===== src/rtl/bcr_map.svh =====
`ifndef BCR_MAP_SVH
`define BCR_MAP_SVH

// First address of the common region and the reserved location
`define BCR_COMMON_BASE  5'h1b
`define BCR_RESERVED_1A  5'h1a

// Common register indices, address minus common base
`define BCR_IDX_INT_EN   3'h0
`define BCR_IDX_INT_FLAG 3'h1
`define BCR_IDX_STATUS   3'h2
`define BCR_IDX_CTL_TWO  3'h3
`define BCR_IDX_CTL_ONE  3'h4

// Implemented locations below the common region, one bit per address
`define BCR_IMPL_BANK0   32'h00ffffff
`define BCR_IMPL_BANK1   32'h03f3ffff
`define BCR_IMPL_BANK2   32'h03f77fdf
`define BCR_IMPL_BANK3   32'h03e407ff

// Reset values
`define BCR_RST_INT_EN   8'h00
`define BCR_RST_INT_FLAG 8'h00
`define BCR_RST_CTL_TWO  8'h80
`define BCR_RST_CTL_ONE  8'h00

// Writable and readable bit masks
`define BCR_WMASK_CTL_TWO  8'he8
`define BCR_RMASK_INT_FLAG 8'h7f
`define BCR_RMASK_STATUS   8'hf7

// Bank select field position in the first main control register
`define BCR_BANK_LSB     0
`define BCR_BANK_MSB     1

`endif


===== src/rtl/bcr_pkg.sv =====
package bcr_pkg;

  typedef enum logic [1:0] {
    BCR_KIND_NONE,
    BCR_KIND_COMMON,
    BCR_KIND_CORE,
    BCR_KIND_BUFFER
  } bcr_kind_type;

  typedef enum logic {
    BCR_ST_IDLE,
    BCR_ST_ACCESS
  } bcr_state_type;

endpackage


===== src/rtl/bcr_common_regs.sv =====
`include "bcr_map.svh"

module bcr_common_regs (
  // Clock and reset
  input  wire logic       clk,
  input  wire logic       resetn,
  // Write and read port
  input  wire logic       wr_en,
  input  wire logic [2:0] idx,
  input  wire logic [7:0] wdata,
  output logic      [7:0] rdata,
  // Core side
  input  wire logic [6:0] flag_set,
  input  wire logic [7:0] status_in,
  output logic      [7:0] int_en_q,
  output logic      [7:0] int_flag_q,
  output logic      [7:0] ctl_two_q,
  output logic      [7:0] ctl_one_q
);

  logic [7:0] int_flag_d;

  always_ff @(posedge clk or negedge resetn)
  begin
    if (!resetn)
      int_en_q <= `BCR_RST_INT_EN;
    else if (wr_en && idx == `BCR_IDX_INT_EN)
      int_en_q <= wdata;
  end

  // Hardware set wins over a write in the same cycle
  always_comb
  begin
    int_flag_d = int_flag_q;
    if (wr_en && idx == `BCR_IDX_INT_FLAG)
      int_flag_d = wdata;
    int_flag_d = (int_flag_d | {1'b0, flag_set}) & `BCR_RMASK_INT_FLAG;
  end

  always_ff @(posedge clk or negedge resetn)
  begin
    if (!resetn)
      int_flag_q <= `BCR_RST_INT_FLAG;
    else
      int_flag_q <= int_flag_d;
  end

  always_ff @(posedge clk or negedge resetn)
  begin
    if (!resetn)
      ctl_two_q <= `BCR_RST_CTL_TWO;
    else if (wr_en && idx == `BCR_IDX_CTL_TWO)
      ctl_two_q <= wdata & `BCR_WMASK_CTL_TWO;
  end

  always_ff @(posedge clk or negedge resetn)
  begin
    if (!resetn)
      ctl_one_q <= `BCR_RST_CTL_ONE;
    else if (wr_en && idx == `BCR_IDX_CTL_ONE)
      ctl_one_q <= wdata;
  end

  always_comb
  begin
    unique case (idx)
      `BCR_IDX_INT_EN:   rdata = int_en_q;
      `BCR_IDX_INT_FLAG: rdata = int_flag_q;
      `BCR_IDX_STATUS:   rdata = status_in & `BCR_RMASK_STATUS;
      `BCR_IDX_CTL_TWO:  rdata = ctl_two_q;
      `BCR_IDX_CTL_ONE:  rdata = ctl_one_q;
      default:           rdata = 8'h00;
    endcase
  end

endmodule // bcr_common_regs


===== src/rtl/bcr_decode.sv =====
// Notes on behaviour
// - All storage is static; three spaces: control registers, packet buffer, PHY registers.
// - Host reads and writes control registers directly over the serial command path.
// - Packet buffer holds transmit and receive areas; host programs their boundaries.
// - Packet buffer reached only by buffer read and write commands, never by address.
// - PHY registers have no serial address; reached only through the MII path.
// - Four banks; bank select field in main control one picks the bank.
// - Each bank holds 32 byte locations chosen by a 5-bit address.
// - Addresses 1Bh to 1Fh reach the same five key registers in every bank.
// - Unimplemented addresses drop writes silently and read as zero.
`include "bcr_map.svh"

module bcr_decode (
  // Clock and reset
  input  wire logic       clk,
  input  wire logic       resetn,
  // Command from the serial engine
  input  wire logic       cmd_valid,
  input  wire logic       cmd_write,
  input  wire logic       cmd_buffer,
  input  wire logic [4:0] cmd_addr,
  input  wire logic [7:0] cmd_wdata,
  output logic            cmd_ready_q,
  // Answer to the serial engine
  output logic            ans_valid_q,
  output logic      [7:0] ans_data_q,
  // Banked registers in the controller core
  output logic            core_rd_q,
  output logic            core_wr_q,
  output logic      [1:0] core_bank_q,
  output logic      [4:0] core_addr_q,
  output logic      [7:0] core_wdata_q,
  input  wire logic [7:0] core_rdata,
  // Packet buffer port
  output logic            buf_rd_q,
  output logic            buf_wr_q,
  output logic      [7:0] buf_wdata_q,
  input  wire logic [7:0] buf_rdata,
  // Key registers toward the core
  input  wire logic [6:0] flag_set,
  input  wire logic [7:0] status_in,
  output logic      [7:0] int_en_q,
  output logic      [7:0] int_flag_q,
  output logic      [7:0] ctl_two_q,
  output logic      [7:0] ctl_one_q
);

  bcr_pkg::bcr_state_type state_q;
  bcr_pkg::bcr_kind_type  kind_q;
  bcr_pkg::bcr_kind_type  kind_d;
  logic                   write_q;
  logic [2:0]             cidx_q;
  logic [7:0]             common_rdata;
  logic [1:0]             bank;
  logic                   take;
  logic                   common_wr;

  // Implemented location below the common region
  function automatic logic is_impl(input logic [1:0] b, input logic [4:0] a);
    logic [31:0] m;
    unique case (b)
      2'h0: m = `BCR_IMPL_BANK0;
      2'h1: m = `BCR_IMPL_BANK1;
      2'h2: m = `BCR_IMPL_BANK2;
      2'h3: m = `BCR_IMPL_BANK3;
    endcase
    return m[a];
  endfunction

  assign bank      = ctl_one_q[`BCR_BANK_MSB:`BCR_BANK_LSB];
  assign take      = cmd_valid && cmd_ready_q;
  assign common_wr = state_q == bcr_pkg::BCR_ST_ACCESS && write_q && kind_q == bcr_pkg::BCR_KIND_COMMON;

  // buffer contents only through buffer commands
  // no address reaches the PHY space
  always_comb
  begin
    if (cmd_buffer)
      kind_d = bcr_pkg::BCR_KIND_BUFFER;
    else if (cmd_addr >= `BCR_COMMON_BASE)
      kind_d = bcr_pkg::BCR_KIND_COMMON;
    else if (is_impl(bank, cmd_addr))
      kind_d = bcr_pkg::BCR_KIND_CORE;
    else
      kind_d = bcr_pkg::BCR_KIND_NONE;
  end

  always_ff @(posedge clk or negedge resetn)
  begin
    if (!resetn)
      state_q <= bcr_pkg::BCR_ST_IDLE;
    else
    begin
      unique case (state_q)
        bcr_pkg::BCR_ST_IDLE:   if (take) state_q <= bcr_pkg::BCR_ST_ACCESS;
        bcr_pkg::BCR_ST_ACCESS: state_q <= bcr_pkg::BCR_ST_IDLE;
      endcase
    end
  end

  always_ff @(posedge clk or negedge resetn)
  begin
    if (!resetn)
      cmd_ready_q <= 1'b1;
    else
      cmd_ready_q <= !take;
  end

  // Command capture
  always_ff @(posedge clk or negedge resetn)
  begin
    if (!resetn)
    begin
      kind_q       <= bcr_pkg::BCR_KIND_NONE;
      write_q      <= 1'b0;
      cidx_q       <= 3'h0;
      core_addr_q  <= 5'h00;
      core_wdata_q <= 8'h00;
      buf_wdata_q  <= 8'h00;
    end
    else if (take)
    begin
      kind_q       <= kind_d;
      write_q      <= cmd_write;
      cidx_q       <= 3'(cmd_addr - `BCR_COMMON_BASE);
      core_addr_q  <= cmd_addr;
      core_wdata_q <= cmd_wdata;
      buf_wdata_q  <= cmd_wdata;
    end
  end

  always_ff @(posedge clk or negedge resetn)
  begin
    if (!resetn)
      core_bank_q <= 2'h0;
    else if (take)
      core_bank_q <= bank;
  end

  always_ff @(posedge clk or negedge resetn)
  begin
    if (!resetn)
    begin
      core_rd_q <= 1'b0;
      core_wr_q <= 1'b0;
      buf_rd_q  <= 1'b0;
      buf_wr_q  <= 1'b0;
    end
    else
    begin
      core_rd_q <= take && kind_d == bcr_pkg::BCR_KIND_CORE && !cmd_write;
      core_wr_q <= take && kind_d == bcr_pkg::BCR_KIND_CORE && cmd_write;
      buf_rd_q  <= take && kind_d == bcr_pkg::BCR_KIND_BUFFER && !cmd_write;
      buf_wr_q  <= take && kind_d == bcr_pkg::BCR_KIND_BUFFER && cmd_write;
    end
  end

  always_ff @(posedge clk or negedge resetn)
  begin
    if (!resetn)
    begin
      ans_valid_q <= 1'b0;
      ans_data_q  <= 8'h00;
    end
    else
    begin
      ans_valid_q <= state_q == bcr_pkg::BCR_ST_ACCESS;
      if (state_q == bcr_pkg::BCR_ST_ACCESS)
      begin
        unique case (kind_q)
          bcr_pkg::BCR_KIND_NONE:   ans_data_q <= 8'h00;
          bcr_pkg::BCR_KIND_COMMON: ans_data_q <= write_q ? 8'h00 : common_rdata;
          bcr_pkg::BCR_KIND_CORE:   ans_data_q <= write_q ? 8'h00 : core_rdata;
          bcr_pkg::BCR_KIND_BUFFER: ans_data_q <= write_q ? 8'h00 : buf_rdata;
        endcase
      end
    end
  end

  bcr_common_regs u_common (
    .clk        (clk),
    .resetn     (resetn),
    .wr_en      (common_wr),
    .idx        (cidx_q),
    .wdata      (core_wdata_q),
    .rdata      (common_rdata),
    .flag_set   (flag_set),
    .status_in  (status_in),
    .int_en_q   (int_en_q),
    .int_flag_q (int_flag_q),
    .ctl_two_q  (ctl_two_q),
    .ctl_one_q  (ctl_one_q)
  );
endmodule // bcr_decode


===== config.mk =====
export PLATFORM = sky130hd
export DESIGN_NAME = bcr_decode
export DESIGN_NICKNAME = d
export VERILOG_FILES = /design/src/rtl/bcr_pkg.sv /design/src/rtl/bcr_common_regs.sv /design/src/rtl/bcr_decode.sv
export VERILOG_INCLUDE_DIRS = /design/src /design/src/rtl
export SDC_FILE = /design/constraint.sdc
export NUM_CORES = 1
export LEC_CHECK = 0
export BUFFER_PORTS_ARGS = -buffer_cell sky130_fd_sc_hd__buf_4
export CAP_MARGIN = 20
export CELL_PAD_IN_SITES_DETAIL_PLACEMENT = 1
export CELL_PAD_IN_SITES_GLOBAL_PLACEMENT = 1
export CORE_AREA = 10 10 114 116
export CTS_CLUSTER_SIZE = 24
export DETAILED_ROUTE_END_ITERATION = 6
export DIE_AREA = 0 0 124 126
export HOLD_SLACK_MARGIN = 0.06
export PLACE_DENSITY_LB_ADDON = 0.1
export RECOVER_POWER = 100
export SLEW_MARGIN = 10
export SYNTH_ARGS = -nofsm -noshare
export SYNTH_HDL_FRONTEND = slang
export SYNTH_SLANG_ARGS = --single-unit

===== constraint.sdc =====
create_clock -name clk -period 2.2 [get_ports clk]
set_input_delay 0.44 -clock clk [delete_from_list [all_inputs] [get_ports clk]]
set_output_delay 0.44 -clock clk [all_outputs]
set_load 0.03 [all_outputs]

==> parameters.txt <==
Parameter                              Value

Status
  Result of the run    finished clean

Timing
  Period minus WS final    about 1.9 ns
  Hold Violations, Final    0
  Final sum of negative setup slack    0 ns
  Worst slew margin relative to its limit    53.9%
  Worst hold slack    0.255 ns
  PnR worst setup slack    0.263 ns
  Final Max Tran Viols    0
  Final-report setup violation count    0
  Actual slew at the worst max-slew pin    0.691 ns
  Setup repair after global routing missed its margin    false
  Timing-limited maximum frequency    just over 0.5 GHz
  Share of the cycle needed by the critical path after routing    88.0%
  Worst clock skew on the final layout    0.0123 ns

Logic synthesis
  Share of flip-flops with an asynchronous set or reset after synthesis    100%
  Number of synthesized register bits    63
  Synthesized area    0.00307 mm²
  Sequential area share after synthesis    approximately 50%
  Number of warning messages in the yosys log    0
  Most repeated cell in the gate-level netlist after synthesis    dfrtp_1
  Number of different library cells in the post-synthesis netlist    44
  Number of enable flip-flop cells after synthesis    0
  Avg Synthesized Cell Area    10.6 µm²
  Most common flop cell mapped by yosys    dfrtp_1
  Post-Synthesis Cells    289
  Commonest cells in the synthesized netlist    dfrtp_1 (61), nand2_1 (56), mux2_2 (22)
  Leading area contributor after synthesis    dfrtp_1
  Main area contributors after synthesis    dfrtp_1 (50%), mux2_2 (8.1%), nand2_1 (6.8%)
  Area share of the leading cell type in the synthesized netlist    49.7%

Min path
  Hold path endpoint    buf_rd_q$_DFF_PN0_
  Hold Path Stages    2
  Hold path start    cmd_write
  Worst hold-check path type    in2reg

Power and ir drop
  Leakage dissipation    between 0.0015 and 0.002 µW
  Sw Ratio    35.0%
  Total Power    3500 µW
  Portion of total power attributed to the clock network    between 30% and 40%
  IR Drop Worst-Case VDD    between 0.0003 and 0.0004 V
  Combinational share of power    26.4%
  Pwr per Cell Area    883 mW/mm²
  Sequential power share    41.1%
  Internal portion of total power    2280 µW
  Reported net switching power    approximately 1200 µW

Drt
  Wire length per cell    18.2 µm
  DRT Pass-1 Iters    4
  Detailed Route Iter0 Violations    70
  DR DRC count    0
  Post-detailed-routing wire length    9920 µm
  Vias per inst    between 4 and 5
  Post-route ant nets    0
  Via count    2507

GRT
  GRT met1 Usage    15.3%
  Busiest layer in global routing    met2
  Largest net degree at the start of global routing    38
  Global-route wire length before repair    15400 µm
  GRT Overall Usage    12.6%
  Met3 track utilization from global routing    under 10%
  Number of global-route vias before repair    2777
  GRT met2 Usage    between 20% and 30%
  Number of antenna violations at the first check in global routing    0
  GRT overflow    0

Setup path
  Startpoint type of the worst setup path    flop
  Type of the worst setup path    reg2reg
  Number of cells on the worst reg-to-reg path    5
  Arrival time worst endpoint    2.17 ns
  Critical path data required time    2.43 ns
  Terminus of the critical flop-to-flop path    u_common.int_flag_q[3]$_DFF_PN0_
  Crit-path max FO    13
  Kind of end point of the critical path    flop
  Setup slack, reg-to-reg    0.26 ns
  Origin of the critical flop-to-flop path    cidx_q[1]$_DFFE_PN0P_
  Launching element of the worst setup path    cidx_q[1]$_DFFE_PN0P_

Finish
  Fin nets    between 400 and 500
  Fillcell total    1264
  Antenna Diode Count    0
  Final instance area    0.00397 mm²
  Relative area change from synthesis to final layout    29.1%
  Layout cells sized above 1    23.8%
  Area occupied by multi-input gates    approximately 0.0013 mm²
  Reg area    0.00158 mm²

Clock tree
  H-tree levels    3
  CTS tree    built
  Latest clock arrival within the worst-skew pair    0.35 ns
  Clock sink total    63
  Postcts setup bufs    0
  Clock root buffer    clkbuf_8
  Inserted Clock Buffers    9
  Clock-pin transition on the worst setup and hold timing paths    ~0.08 ns
  Buffer levels on the longest clock path    2

Placement
  Total cell area at the placement stage    0.00403 mm²
  Setup slack after placement    0.302 ns
  Quantity of I/O buffers inserted on ports    111
  Detail Placement HPWL    roughly 7500 µm
  Weighted congestion at the end of routability-driven global placement    about 0.73

Run
  Number of violations of the max-capacitance limit    0

Floorplan
  Number of cell rows    38
  Width of the die    124 µm
  Number of I/O pins    118
  Starting density of the core    between 20 and 30%
  Full die area    between 0.015 and 0.02 mm²
  Core region area    0.0107 mm²
  Die span in y    126 µm
power by group through the flow:
stage	combinational [µW]	clock, µW	sequential, µW
finish	925	1140	1440
floorplan	441	0	1660
global placement	1070	0	1470
global route	1010	1210	1470
CTS	1080	1170	1450
detailed placement	1080	0	1470
kinds of logic (layout without fill, tap and decap cells):
family | after synthesis | count (layout) | share of synthesized area (%)
AO/OA/AOI/OAI | 48 | 48 | 11.1
buffers and inverters | 30 | 141 | 5.87
adder cells (fa/ha/maj) | 1 | 1 | 0.407
flip-flops | 63 | 63 | 51.4
XOR/XNOR | 1 | 1 | 0.285
other | 1 | 5 | 0.122
AND/OR/NAND/NOR | 105 | 105 | 16.9
multiplexers | 40 | 40 | 13.9
stage by stage:
step,utilization [%],instances
final,37.1,544
after global routing,37.1,544
after CTS,39.7,544
after detailed placement,37.6,527
after global placement,37.6,527
after floorplan,-,293
registers in the layout, summed over array words and instances (netlist names):
signal               cells
kind_q                   2
buf_wdata_q              8
ans_data_q               8
buf_wr_q                 1
u_common.int_en_q        8
cidx_q                   3
write_q                  1
core_addr_q              5
u_common.ctl_one_q       8
core_rd_q                1
cmd_ready_q              1
u_common.int_flag_q      7
u_common.ctl_two_q       4
state_q                  1
ans_valid_q              1
buf_rd_q                 1
core_bank_q              2
core_wr_q                1
per-layer routing:
layer / vias up / wire (µm)
met5: - / 0
met3: 10 / 727
met2: 74 / 4700
met1: 1220 / 4370
met4: 0 / 119
li1: 1203 / -
cell type report:
class                      count  share of cell area, %
multi-input combinational    200                   32.9
timing repair buffer         122                   17.1
clock buffer                  12                   3.66
tap                          140                   4.42
inverter                       3                  0.284
clock inverter                 4                   1.77
sequential                    63                   39.8
cells in the final DEF, fill, tap and decap left out, drive strengths merged, types with 3 or more instances in the layout:
cell type / instances
dfrtp: 61
mux2: 22
nand2: 56
inv: 3
nor3: 5
nand3: 3
buf: 52
nand2b: 7
conb: 5
mux2i: 18
o221ai: 4
a211o: 7
a2bb2oi: 5
a21oi: 11
clkbuf: 81
nor2b: 11
o21ai: 8
nor2: 14
what timing repair did:
item,4_1_cts,5_1_grt
hold endpoints to repair,25,0
hold buffers,1,0
resized for setup,0,0
worst max-delay path by stage:
stage / to / slack [ns] / cells past startpoint
floorplan: kind_q[1]$_DFFE_PN0P_ / 0.51 / 6
global route: u_common.int_flag_q[3]$_DFF_PN0_ / 0.10 / 5
CTS: kind_q[1]$_DFFE_PN0P_ / 0.33 / 5
detailed placement: kind_q[1]$_DFFE_PN0P_ / 0.30 / 6
finish: u_common.int_flag_q[3]$_DFF_PN0_ / 0.26 / 5
global placement: u_common.int_flag_q[2]$_DFF_PN0_ / 0.34 / 5
worst max-delay path, stage by stage (launching register included):
cell and delay (ns):
dfrtp_1 0.52, clkbuf_1 0.26, nor3_2 0.54, buf_12 0.20, nor2b_1 0.05, a211o_1 0.26
Power figures use the tool's default switching activity.
